<file path="config.mk">
export PLATFORM = sky130hd
export DESIGN_NAME = rbl_top
export DESIGN_NICKNAME = d
export VERILOG_FILES = /design/src/hw/rbl_pkg.sv /design/src/hw/rbl_sync.sv /design/src/hw/rbl_boot_rx.sv /design/src/hw/rbl_top.sv
export VERILOG_INCLUDE_DIRS = /design/src /design/src/hw
export SDC_FILE = /design/constraint.sdc
export NUM_CORES = 1
export LEC_CHECK = 0
export BUFFER_PORTS_ARGS = -buffer_cell sky130_fd_sc_hd__buf_4
export CAP_MARGIN = 10
export CORE_AREA = 2 2 130 132
export DETAILED_ROUTE_END_ITERATION = 8
export DIE_AREA = 0 0 132 134
export GPL_ROUTABILITY_DRIVEN = 0
export SKIP_LAST_GASP = 1
export SLEW_MARGIN = 20
export SYNTH_ARGS = -nofsm -noshare
export SYNTH_HDL_FRONTEND = slang
export SYNTH_SLANG_ARGS = --single-unit
export TNS_END_PERCENT = 10
</file>
<file path="constraint.sdc">
create_clock -name mclk_i -period 1.8 [get_ports mclk_i]
set_input_delay 0.45 -clock mclk_i [delete_from_list [all_inputs] [get_ports mclk_i]]
set_output_delay 0.45 -clock mclk_i [all_outputs]
set_load 0.01 [all_outputs]
</file>
<file path="src/hw/rbl_params.svh">
/*
 * Constants for the reset and boot-mode loader: register offsets, field
 * positions, reset values and cycle counts.
 * Assumes inclusion by bare name from files under hw/.
 */
`ifndef RBL_PARAMS_SVH
`define RBL_PARAMS_SVH

// ****************************************
// Register map (byte addresses)
// ****************************************
`define RBL_OFS_CTRL       12'h000
`define RBL_OFS_STATUS     12'h004
`define RBL_OFS_MODE       12'h008

// ****************************************
// Register fields
// ****************************************
`define RBL_CTRL_CLR_BIT   0
`define RBL_STAT_DONE_BIT  0
`define RBL_STAT_COLD_BIT  1
`define RBL_STAT_WARM_BIT  2
`define RBL_STAT_RSV_BIT   3
`define RBL_STAT_ST_LSB    4

// ****************************************
// Boot stream layout
// ****************************************
`define RBL_BOOT_BITS      256
`define RBL_MODE_BITS      15
`define RBL_MODE_RESET     15'h0000

// ****************************************
// Timing counts in system clock cycles, then mode decode codes and limits
// ****************************************
`define RBL_SCLK_DIV       256
`define RBL_PLL_LOCK_CYC   64
`define RBL_MULT_BASE      4'h2
`define RBL_MULT_RSV       3'h7
`define RBL_WRATE_MAX      4'h8
`define RBL_NBW_RSV        2'h1

`endif

</file>
<file path="src/hw/rbl_pkg.sv">
/*
 * Types shared by the reset and boot-mode loader.
 * Assumes rbl_params.svh for the numbers; holds types only.
 */
package rbl_pkg;

	// ****************************************
	// Sequencer states
	// ****************************************
	typedef enum logic [2:0] {
		RBL_OFF  = 3'h0,
		RBL_BOOT = 3'h1,
		RBL_LOCK = 3'h2,
		RBL_HELD = 3'h3,
		RBL_RSTW = 3'h4,
		RBL_RUN  = 3'h5
	} rbl_state_t;

	// ****************************************
	// Boot word, bit 14 down to bit 0
	// ****************************************
	typedef struct packed {
		logic [1:0] drive;
		logic       bus32;
		logic       tmr_dis;
		logic [1:0] nbw;
		logic       big_end;
		logic [2:0] mult;
		logic [3:0] wrate;
		logic       rsv0;
	} rbl_mode_t;

	// ****************************************
	// Decoded operating configuration
	// ****************************************
	typedef struct packed {
		logic [3:0] pll_mult;
		logic       big_end;
		logic       timer_route;
		logic       bus32;
		logic [6:0] drive_pct;
		logic [1:0] nbw;
		logic [1:0] wr_run;
		logic [2:0] wr_idle;
		logic       rsv_err;
	} rbl_cfg_t;

	// ****************************************
	// Reset and enable controls toward the core
	// ****************************************
	typedef struct packed {
		logic pll_enable;
		logic sm_reset;
		logic exc_reset;
		logic exc_soft;
		logic bus_oe;
		logic out_oe;
	} rbl_ctl_t;

	typedef struct packed {
		logic        psel;
		logic        penable;
		logic        pwrite;
		logic [11:0] paddr;
		logic [31:0] pwdata;
	} rbl_apb_req_t;

	typedef struct packed {
		logic [31:0] prdata;
		logic        pready;
		logic        pslverr;
	} rbl_apb_rsp_t;

endpackage

</file>
<file path="src/hw/rbl_sync.sv">
/*
 * Three-stage input synchroniser; output moves when stages two and three agree.
 * Assumes inputs from pins or other clocks; outputs are on mclk_i.
 */
`timescale 1ns/1ps
`include "rbl_params.svh"

module rbl_sync #(
	parameter int          W   = 1,
	parameter logic [W-1:0] RST = '0
) (
	input  wire logic         mclk_i,
	input  wire logic         rst_i,
	input  wire logic [W-1:0] d_i,
	output logic      [W-1:0] q_o
);
	typedef struct packed {
		logic [W-1:0] s1;
		logic [W-1:0] s2;
		logic [W-1:0] s3;
		logic [W-1:0] q;
	} rbl_sync_t;

	rbl_sync_t st_reg;
	rbl_sync_t st_next;

	if (W < 1) begin : g_width_chk
		$error("rbl_sync: width must be positive");
	end

	always_comb begin
		st_next    = st_reg;
		st_next.s1 = d_i;
		st_next.s2 = st_reg.s1;
		st_next.s3 = st_reg.s2;
		for (int i = 0; i < W; i++) begin
			if (st_reg.s2[i] == st_reg.s3[i]) begin
				st_next.q[i] = st_reg.s3[i];
			end
		end
	end

	always_ff @(posedge mclk_i) begin
		if (rst_i) begin
			st_reg <= '{s1: RST, s2: RST, s3: RST, q: RST};
		end else begin
			st_reg <= st_next;
		end
	end

	assign q_o = st_reg.q;
endmodule

</file>
<file path="src/hw/rbl_boot_rx.sv">
/*
 * Boot serial clock generator and 256-bit boot stream receiver.
 * Assumes supply_good and the serial data input already synchronised.
 */
`timescale 1ns/1ps
`include "rbl_params.svh"

module rbl_boot_rx #(
	parameter int DIV  = `RBL_SCLK_DIV,
	parameter int BITS = `RBL_BOOT_BITS
) (
	input  wire logic                      mclk_i,
	input  wire logic                      rst_i,
	input  wire logic                      supply_good_i,
	input  wire logic                      boot_serial_in_i,
	output logic                           boot_serial_clk_o,
	output logic                           done_o,
	output logic                           rsv_nz_o,
	output logic [`RBL_MODE_BITS-1:0]      mode_o
);
	import rbl_pkg::*;

	typedef struct packed {
		logic                      sclk;
		logic [$clog2(DIV)-1:0]    div;
		logic [$clog2(BITS):0]     nbit;
		logic                      done;
		logic                      rsv_nz;
		logic [`RBL_MODE_BITS-1:0] mode;
	} rbl_rx_t;

	rbl_rx_t st_reg;
	rbl_rx_t st_next;

	if (DIV < 4 || (DIV & (DIV - 1)) != 0) begin : g_div_chk
		$error("rbl_boot_rx: DIV must be a power of two >= 4");
	end
	if (BITS <= `RBL_MODE_BITS) begin : g_bits_chk
		$error("rbl_boot_rx: stream shorter than mode word");
	end

	always_comb begin
		st_next     = st_reg;
		st_next.div = st_reg.div + 1'b1;
		// High half then low half; the wrap to zero is the rising edge,
		// so the parked-high clock first rises a full period after supply
		st_next.sclk = (st_next.div < ($clog2(DIV))'(DIV / 2));
		// Sample just before the rising edge, after the bit has settled
		if (!st_reg.done && st_reg.div == ($clog2(DIV))'(DIV - 1)) begin
			if (st_reg.nbit < ($clog2(BITS)+1)'(`RBL_MODE_BITS)) begin
				st_next.mode[st_reg.nbit[3:0]] = boot_serial_in_i;
			end else if (boot_serial_in_i) begin
				st_next.rsv_nz = 1'b1;
			end
			st_next.nbit = st_reg.nbit + 1'b1;
			if (st_reg.nbit == ($clog2(BITS)+1)'(BITS - 1)) begin
				st_next.done = 1'b1;
			end
		end
		// Supply low: clock parked high, count restarts on the next rise
		if (!supply_good_i) begin
			st_next.sclk   = 1'b1;
			st_next.div    = '0;
			st_next.nbit   = '0;
			st_next.done   = 1'b0;
			st_next.rsv_nz = 1'b0;
		end
	end

	always_ff @(posedge mclk_i) begin
		if (rst_i) begin
			st_reg <= '{sclk: 1'b1, div: '0, nbit: '0, done: 1'b0, rsv_nz: 1'b0,
				mode: `RBL_MODE_RESET};
		end else begin
			st_reg <= st_next;
		end
	end

	// First rise after DIV cycles, then one every DIV cycles
	assign boot_serial_clk_o = st_reg.sclk;
	assign done_o            = st_reg.done;
	assign rsv_nz_o          = st_reg.rsv_nz;
	assign mode_o            = st_reg.mode;
endmodule

</file>
<file path="src/hw/rbl_top.sv">
/*
 * Reset sequencer and boot-mode loader with an APB register slave.
 * Assumes pins arrive unsynchronised and an APB master on mclk_i.
 */
// Summary of operation
// - Stream read on supply rise, then PLL
// - Cold reset starts with Reset exception, Soft Reset if it begins during a warm reset
// - Warm reset keeps PLL, no stream reread
// - Warm reset gives Soft Reset exception
// - Every reset clears state machines, fetches vector
// - Exactly 256 boot bits captured serially
// - Serial clock high while supply low
// - First rise after 256, then every 256
// - Write-rate code picks data/idle pattern
// - Multiplier codes 0..6 give times 2..8
// - Non-block write: 0, 2, 3; 1 reserved
// - Timer routing and byte order select
// - Bus width bit: 0 wide, 1 narrow
// - Drive strength code to percent
// - Serial clock divides by 256, always driven
// - Pins tri-stated until restart/full_init release
`timescale 1ns/1ps
`include "rbl_params.svh"

module rbl_top #(
	parameter int PLL_LOCK_CYC = `RBL_PLL_LOCK_CYC
) (
	input  wire logic          mclk_i,
	input  wire logic          rst_i,
	input  wire logic          supply_good_i,
	input  wire logic          full_init_n_i,
	input  wire logic          restart_n_i,
	input  wire logic          boot_serial_in_i,
	input  wire rbl_pkg::rbl_apb_req_t apb_i,
	output rbl_pkg::rbl_apb_rsp_t      apb_o,
	output logic               boot_serial_clk_o,
	output rbl_pkg::rbl_cfg_t  cfg_o,
	output rbl_pkg::rbl_ctl_t  ctl_o
);
	import rbl_pkg::*;

	// ****************************************
	// Decode helpers
	// ****************************************
	function automatic logic [6:0] drive_pct(input logic [1:0] code);
		unique case (code)
			2'b10: drive_pct = 7'h64;
			2'b11: drive_pct = 7'h53;
			2'b00: drive_pct = 7'h43;
			2'b01: drive_pct = 7'h32;
		endcase
	endfunction

	// Data cycles then idle cycles of one repeat of the block-write pattern
	function automatic logic [4:0] wr_pattern(input logic [3:0] code);
		unique case (code)
			4'h0:    wr_pattern = {2'h1, 3'h0};
			4'h1:    wr_pattern = {2'h2, 3'h1};
			4'h2:    wr_pattern = {2'h2, 3'h2};
			4'h3:    wr_pattern = {2'h1, 3'h1};
			4'h4:    wr_pattern = {2'h2, 3'h3};
			4'h5:    wr_pattern = {2'h2, 3'h4};
			4'h6:    wr_pattern = {2'h1, 3'h2};
			4'h7:    wr_pattern = {2'h2, 3'h6};
			4'h8:    wr_pattern = {2'h1, 3'h3};
			default: wr_pattern = {2'h1, 3'h0};
		endcase
	endfunction

	function automatic logic apb_hit(input logic [11:0] a, input logic [11:0] ofs);
		apb_hit = (a == ofs);
	endfunction

	// ****************************************
	// State
	// ****************************************
	typedef struct packed {
		rbl_state_t   state;
		logic         cold;
		logic [15:0]  lock_cnt;
		logic         sg_d;
		logic         cold_seen;
		logic         warm_seen;
		rbl_cfg_t     cfg;
		rbl_ctl_t     ctl;
		rbl_apb_rsp_t rsp;
	} rbl_top_t;

	rbl_top_t st_reg;
	rbl_top_t st_next;

	logic                      sg;
	logic                      fi_n;
	logic                      rs_n;
	logic                      sin;
	logic                      boot_done;
	logic                      rsv_nz;
	logic [`RBL_MODE_BITS-1:0] mode_bits;
	rbl_mode_t                 mode;
	logic                      access;
	logic [31:0]               rd_word;
	logic                      rd_ok;
	// Cause recorded this cycle; it beats a software clear
	logic                      cold_set;
	logic                      warm_set;

	if (PLL_LOCK_CYC < 1 || PLL_LOCK_CYC > 65535) begin : g_lock_chk
		$error("rbl_top: PLL_LOCK_CYC out of range");
	end

	// ****************************************
	// Pin synchronisers and stream receiver
	// ****************************************
	rbl_sync #(
		.W   (4),
		.RST (4'h0)
	) u_sync (
		.mclk_i (mclk_i),
		.rst_i  (rst_i),
		.d_i    ({supply_good_i, full_init_n_i, restart_n_i, boot_serial_in_i}),
		.q_o    ({sg, fi_n, rs_n, sin})
	);

	rbl_boot_rx #(
		.DIV  (`RBL_SCLK_DIV),
		.BITS (`RBL_BOOT_BITS)
	) u_rx (
		.mclk_i            (mclk_i),
		.rst_i             (rst_i),
		.supply_good_i     (sg),
		.boot_serial_in_i  (sin),
		.boot_serial_clk_o (boot_serial_clk_o),
		.done_o            (boot_done),
		.rsv_nz_o          (rsv_nz),
		.mode_o            (mode_bits)
	);

	assign mode = rbl_mode_t'(mode_bits);

	// ****************************************
	// Register read mux
	// ****************************************
	always_comb begin
		rd_word = 32'h0000_0000;
		rd_ok   = 1'b1;
		if (apb_hit(apb_i.paddr, `RBL_OFS_CTRL)) begin
			rd_word = 32'h0000_0000;
		end else if (apb_hit(apb_i.paddr, `RBL_OFS_STATUS)) begin
			rd_word[`RBL_STAT_DONE_BIT] = boot_done;
			rd_word[`RBL_STAT_COLD_BIT] = st_reg.cold_seen;
			rd_word[`RBL_STAT_WARM_BIT] = st_reg.warm_seen;
			rd_word[`RBL_STAT_RSV_BIT]  = st_reg.cfg.rsv_err;
			rd_word[`RBL_STAT_ST_LSB +: 3] = st_reg.state;
		end else if (apb_hit(apb_i.paddr, `RBL_OFS_MODE)) begin
			rd_word[`RBL_MODE_BITS-1:0] = mode_bits;
		end else begin
			rd_ok = 1'b0;
		end
	end

	assign access = apb_i.psel && apb_i.penable && !st_reg.rsp.pready;

	// ****************************************
	// Sequencer, configuration and bus slave
	// ****************************************
	always_comb begin
		st_next      = st_reg;
		st_next.sg_d = sg;
		st_next.ctl.exc_reset = 1'b0;
		st_next.ctl.exc_soft  = 1'b0;
		cold_set              = 1'b0;
		warm_set              = 1'b0;

		unique case (st_reg.state)
			RBL_OFF: begin
				if (sg && !st_reg.sg_d) begin
					st_next.state = RBL_BOOT;
					st_next.cold  = 1'b1;
				end
			end
			RBL_BOOT: begin
				if (boot_done) begin
					// Decode once the whole stream is
					st_next.cfg.pll_mult    = {1'b0, mode.mult} + `RBL_MULT_BASE;
					st_next.cfg.big_end     = mode.big_end;
					st_next.cfg.timer_route = !mode.tmr_dis;
					st_next.cfg.bus32       = mode.bus32;
					st_next.cfg.drive_pct   = drive_pct(mode.drive);
					st_next.cfg.nbw         = mode.nbw;
					{st_next.cfg.wr_run, st_next.cfg.wr_idle} = wr_pattern(mode.wrate);
					// Reserved codes and nonzero reserved bits are flagged
					st_next.cfg.rsv_err = rsv_nz || mode.rsv0
						|| mode.mult == `RBL_MULT_RSV
						|| mode.wrate > `RBL_WRATE_MAX
						|| mode.nbw == `RBL_NBW_RSV;
					st_next.ctl.pll_enable = 1'b1;
					st_next.lock_cnt       = 16'h0000;
					st_next.state          = RBL_LOCK;
				end
			end
			RBL_LOCK: begin
				st_next.lock_cnt = st_reg.lock_cnt + 16'h0001;
				if (st_reg.lock_cnt == 16'(PLL_LOCK_CYC - 1)) begin
					st_next.state = RBL_HELD;
				end
			end
			RBL_HELD: begin
				if (fi_n) begin
					st_next.ctl.out_oe = 1'b1;
					st_next.state      = RBL_RSTW;
				end
			end
			RBL_RSTW: begin
				if (!fi_n) begin
					st_next.ctl.out_oe = 1'b0;
					st_next.state      = RBL_HELD;
				end else if (rs_n) begin
					st_next.ctl.bus_oe    = 1'b1;
					st_next.ctl.sm_reset  = 1'b0;
					st_next.ctl.exc_reset = st_reg.cold;
					st_next.ctl.exc_soft  = !st_reg.cold;
					cold_set              = st_reg.cold;
					warm_set              = !st_reg.cold;
					st_next.cold_seen     = st_reg.cold_seen || cold_set;
					st_next.warm_seen     = st_reg.warm_seen || warm_set;
					st_next.state         = RBL_RUN;
				end
			end
			RBL_RUN: begin
				if (!fi_n) begin
					st_next.ctl.bus_oe   = 1'b0;
					st_next.ctl.out_oe   = 1'b0;
					st_next.ctl.sm_reset = 1'b1;
					st_next.cold         = 1'b1;
					st_next.state        = RBL_HELD;
				end else if (!rs_n) begin
					// Warm: PLL and mode word kept, no reread
					st_next.ctl.bus_oe   = 1'b0;
					st_next.ctl.sm_reset = 1'b1;
					st_next.cold         = 1'b0;
					st_next.state        = RBL_RSTW;
				end
			end
			default: st_next.state = RBL_OFF;
		endcase

		// Supply loss always restarts the whole sequence
		if (!sg) begin
			st_next.state          = RBL_OFF;
			st_next.ctl.pll_enable = 1'b0;
			st_next.ctl.sm_reset   = 1'b1;
			st_next.ctl.bus_oe     = 1'b0;
			st_next.ctl.out_oe     = 1'b0;
		end

		// One wait state, so every answer comes from a flop
		st_next.rsp.pready  = access;
		st_next.rsp.pslverr = access && !rd_ok;
		if (access) begin
			st_next.rsp.prdata = apb_i.pwrite ? 32'h0000_0000 : rd_word;
		end
		if (apb_i.psel && apb_i.penable && st_reg.rsp.pready && apb_i.pwrite
			&& apb_hit(apb_i.paddr, `RBL_OFS_CTRL) && apb_i.pwdata[`RBL_CTRL_CLR_BIT]) begin
			// Clear loses to a cause being recorded in the same cycle
			st_next.cold_seen = cold_set;
			st_next.warm_seen = warm_set;
		end
	end

	always_ff @(posedge mclk_i) begin
		if (rst_i) begin
			st_reg <= '{
				state:     RBL_OFF,
				cold:      1'b1,
				lock_cnt:  16'h0000,
				sg_d:      1'b0,
				cold_seen: 1'b0,
				warm_seen: 1'b0,
				cfg:       '{pll_mult: `RBL_MULT_BASE, drive_pct: 7'h64, wr_run: 2'h1, default: '0},
				ctl:       '{sm_reset: 1'b1, default: 1'b0},
				rsp:       '0
			};
		end else begin
			st_reg <= st_next;
		end
	end

	assign apb_o = st_reg.rsp;
	assign cfg_o = st_reg.cfg;
	assign ctl_o = st_reg.ctl;
endmodule

</file>
# Yosys cells after proc, flatten, opt, wreduce, memory -nomap -nowiden
# Memories as Yosys holds them, arrays and structs flattened. A register that Yosys moved wholly into a read port is not among the register bits.
# Index checks and enable logic that the tools add are counted.
# Widths: inputs -> output; s select.
# totals
elab_cells,168
regBits,131
mem_bits_ro,80
input_bits,53
mem_count,1
# op_classes
order_cmp,5
n_mux,45
reduce_logical,45
addsub,4
n_bitwise,5
n_eq_ne,28
# memory_table
memory,depth,word_bits,read_ports,rd_clocked_by_memory_dff,write_ports,line,rtl
(no name shown),16,5,1,1,0,rbl_top.sv:56,unique case (code)
# op_table
op,count
$mux 15,3
$pmux 16 s2,1
$pmux 7 s4,1
$mux 4,5
$pmux 3 s6,1
$add 16x1->16 const B,1
$eq 16x6->1 const B,1
$mux 1,16
$mux 16,1
$bwmux 15,1
$mux 3,5
$reduce_bool 2->1,7
$eq 12x3->1 const B,1
$eq 12x4->1 const B,1
$logic_not 12->1,1
$reduce_and 3->1,4
$logic_and 1x1->1,10
$add 9x1->9 const B,1
$eq 3x3->1 const B,3
$eq 9x8->1 const B,1
$lt 9x4->1 const B,1
$add 8x1->8 const B,1
$eq 8x8->1 const B,1
$lt 8x8->1 const B,1
other kinds (27),63

# Longest topological paths before layout
# depth
word_depth,7
depth_mapped,7

# By module
# From an unflattened synthesis, not the netlist that was laid out.
# unflattened
cells_unflattened,645
hier_area_um2,5790.6
# modules_own_cells
module,n_inst,area_per_inst_um2,cells_each,seq_area_each_um2
rbl_top,1,3530.9,415,1341.3
rbl_boot_rx,1,1742.9,185,700.7
rbl_sync,1,516.7,45,320.3

# Least setup slack after synthesis
# No wires, ideal clock.
# synth_timing
path_type,flip-flop to flip-flop
from,register st_reg[83] (netlist name)
to,register st_reg[77] (netlist name)
slack_ps,-97
setup_time_ps,70
path_buffers,1
synth_period_minus_slack_ps,1897
arrival_time_ps,1826
path_stages_with_launch,6
cell_sequence,dfxtp_1 or3b_1 buf_2 or4_4 or3_1 a21oi_1
# synth_via
elab_chain_cells,3
elab_cells_between_ends,6
cone_classes,eq/ne: 3; mux: 1; reduce/logical: 2
# synth_rtl
element,line,rtl
from (decl),rbl_top.sv:89,rbl_top_t st_reg;
from (signal assigned),rbl_top.sv:272,st_reg <= '{
from (signal assigned),rbl_top.sv:284,st_reg <= st_next;
$eq 3x1->1 or $eq 3x2->1 (tied branches),rbl_top.sv:174,unique case (st_reg.state)
$ne 2x1->1 (no line) or $reduce_bool 2->1 (tied branches),--,
$reduce_and 2->1 (no line),--,
# Several ways; a longest one is shown, not always the timed one.
# A chain may end at the register's enable or synchronous reset.

# Final worst setup path
# Same ends and word-level chain as after synthesis.

==> flow_summary.ini <==
[critical_path]
worstPathBufferInverterCount = 0
worstSetupStartpointType = register
worst-path-stages = 4
crit_path_end_kind = register
timing.critical_path.max_delay_family = simple AND/OR/NAND/NOR gates
crit_path_top_delay_cell = or4_4
cell_chain_critical_path = or3b_4 > or4_4 > or3_1 > a21oi_1
delay_of_the_slowest_cell_on_the_worst_path_ns = 0.53
timing.critical_path.required_ns = 2.15
crit_type = reg2reg
worstPathArrival_ns = 2.17
r2r_cells = 4
worstPathMaxFanout = 6

[synthesis]
synthAdderAreaFrac_pct = 3.34
simple_gate_fraction_of_synth_area_pct = 21.9
dominantRegCellSynth = dfxtp_1
yosys-mux-area-fraction_pct = 0.936
synth-edff-count = 0
yosysWarnings = 0
synth.most_common_cell = dfxtp_1
synth-seq-area-share_pct = 42.1
synth-compound-area-share_pct = 17.7
syn-instance-count = 650
synth_commonest_cells = dfxtp_1 (118), buf_4 (62), a21oi_1 (58)
synth-seq-cells = 118
leading_cell_types_by_total_area_after_synthesis = dfxtp_1 (42%), buf_4 (8.3%), a21oi_1 (5.2%)
post-synth-top-area-fraction_pct = 42.1
synth.avg_cell_area_sq_um = 8.64
synth_xor_xnor_area_share_pct = 1.40
synth_top_area_cell = dfxtp_1
synth.cell_area_sq_um = 5610
synth_top_family_by_area = simple AND/OR/NAND/NOR gates
synthArstFlopShare_pct = 0
yosys.cell_types.count = 54

[floorplanning]
die_height_um = 134
dieWidth_um = 132
fp.dieArea_sq_um = 17700
top_level_ports = 116
floorplan.initialDensity_pct = 34.5
floorplan.core_area_sq_um = 16300
placementRows = 47

[routing]
route.detailed.drc = 0
drt-initial-drc-count = 313
wire_length_reported_by_the_detailed_router_mm = 12.8
route.antenna.remaining_nets = 0
via_count = 4605
detailedRoute.firstPassIterationCount = 4
drt-vias-per-instance = 5.00
drt-wirelength-per-cell_um = 13.8

[worst_hold_path]
hold_path.class = in2reg
min_path_cells = 2

[place]
place.port_buffers = 66
placedInstanceArea_sq_um = 6150
pre_cts_ws_ns = -0.0654
dpl.hpwl_mm = 9.10

[finish]
drive_above_1_share_pct = 23.1
antenna-diode-count = 0
fillCellCount = 1634
area_growth_from_synthesis_to_layout_pct = 21.1
finalNetCount = 756
multi_input_area_sq_um = 2650
largest_register_ff_count = 23
area.sequential_sq_um = 2370
finalInstanceArea_sq_um = 6800
utilization_pct = 41.7

[grt]
gr-total-overflow = 0
grt_antenna_before_repair = 0
track_usage_pct = 14.6
grt_first_pass_wirelength_mm = 21.0
largest_net_degree_at_the_start_of_global_routing = 64
grt_pass1_vias = 4416

[cts]
numClockSinks = 118
cts_setup_buffers = 0
h-tree-depth = 4
ctsHoldBuffers = 0
clock_tree_from_tritoncts = yes
cts-buffers-inserted = 17
clk_root_buffer_cell = clkbuf_16
clk_pin_slew_worst_paths_ns = 0.05
clock_path_buffers = 2
insertion_delay_ns = 0.42

[timing]
finalSetupViolations = 1
setup_repair_after_global_routing_missed_its_margin = true
fin_crit_sh_pct = 101
fmaxAchievable_mhz = 549
fin_worst_skew_ns = 0.00755
period_minus_slack_ns = 1.82
report.final.hold_viol_count = 0
final_max_slew_viol_count = 0
tightestPinTransition_ns = 1.03
max-slew-margin-rel_pct = 31.1
finalWorstSetupSlack_ns = -0.0205
fin_worst_hold_slack_ns = 0.243

[run_status]
run_status = finished, violations left
violations = negative setup slack

[flow_run]
max_cap_violations = 0

[power_and_ir_drop]
pwr_density_cell_nw_per_um2 = 914
static-leakage-power_uw = 0.00259
totalPowerFinal_uw = 6220
peakVddDrop_uv = 705
report_power, final:
group / switching [uW] / leakage (uW) / total, uW / internal (uW)
sequential: 5.65 / 0.000954 / 2630 / 2630
combinational: 78.2 / 0.00134 / 130 / 52.0
clock: 1150 / 0.000303 / 3450 / 2310
cell families (layout without fill, tap and decap cells):
family | after synthesis | count (layout)
adder cells (fa/ha/maj) | 15 | 15
AO/OA/AOI/OAI | 150 | 150
flip-flops | 118 | 118
AND/OR/NAND/NOR | 226 | 226
multiplexers | 5 | 5
other | 1 | 18
XOR/XNOR | 9 | 9
buffers and inverters | 126 | 160
final cells by class:
| class | instances | area share (%) |
|---|---|---|
| well taps | 220 | 4.05 |
| clock buffers | 23 | 7.18 |
| repair buffers | 103 | 11.8 |
| flip-flops and latches | 118 | 34.8 |
| inverters | 25 | 1.38 |
| clock inverters | 9 | 1.80 |
| multi-input cells | 423 | 39.0 |
cells in the final DEF (no fill, tap or decap), types with 18 or more instances in the layout:
cell / instances
nand4_1: 21
conb_1: 18
buf_4: 100
a22o_1: 22
nor2_1: 43
nor2b_1: 18
a21oi_1: 58
nand2_1: 50
dfxtp_1: 115
inv_1: 24
o21ai_0: 18
per-stage QoR:
stage	setup TNS, ns	instances
after global routing	-0.480	921
after detailed placement	-0.205	889
after floorplan	-0.194	667
after CTS	-0.109	921
final	-0.0205	921
after global placement	-0.116	889
worst paths after layout:
path / from / to / slack, ns
max: st_reg[83] / st_reg[77] / -0.02
min: boot_serial_in_i / u_sync.st_next[8] / 0.24
max reg2reg: st_reg[83] / st_reg[77] / -0.02
min reg2reg: u_sync.st_next[9] / u_sync.st_next[5] / 0.43
per-layer routing:
| metal | vias to the layer above | routed length, um | track usage [%] |
|---|---|---|---|
| li1 | 2309 | - | - |
| met1 | 2203 | 5760 | 17.0 |
| met2 | 80 | 6350 | 25.6 |
| met3 | 13 | 474 | 3.89 |
| met4 | 0 | 170 | 6.04 |
| met5 | - | 0 | 0 |
repair_timing:
action,CTS,global route
pin swaps,0,2
endpoints found under the setup margin,4,19
gates resized for setup,1,7
hold endpoints to repair,0,0
(Power assumes the default switching activity.)
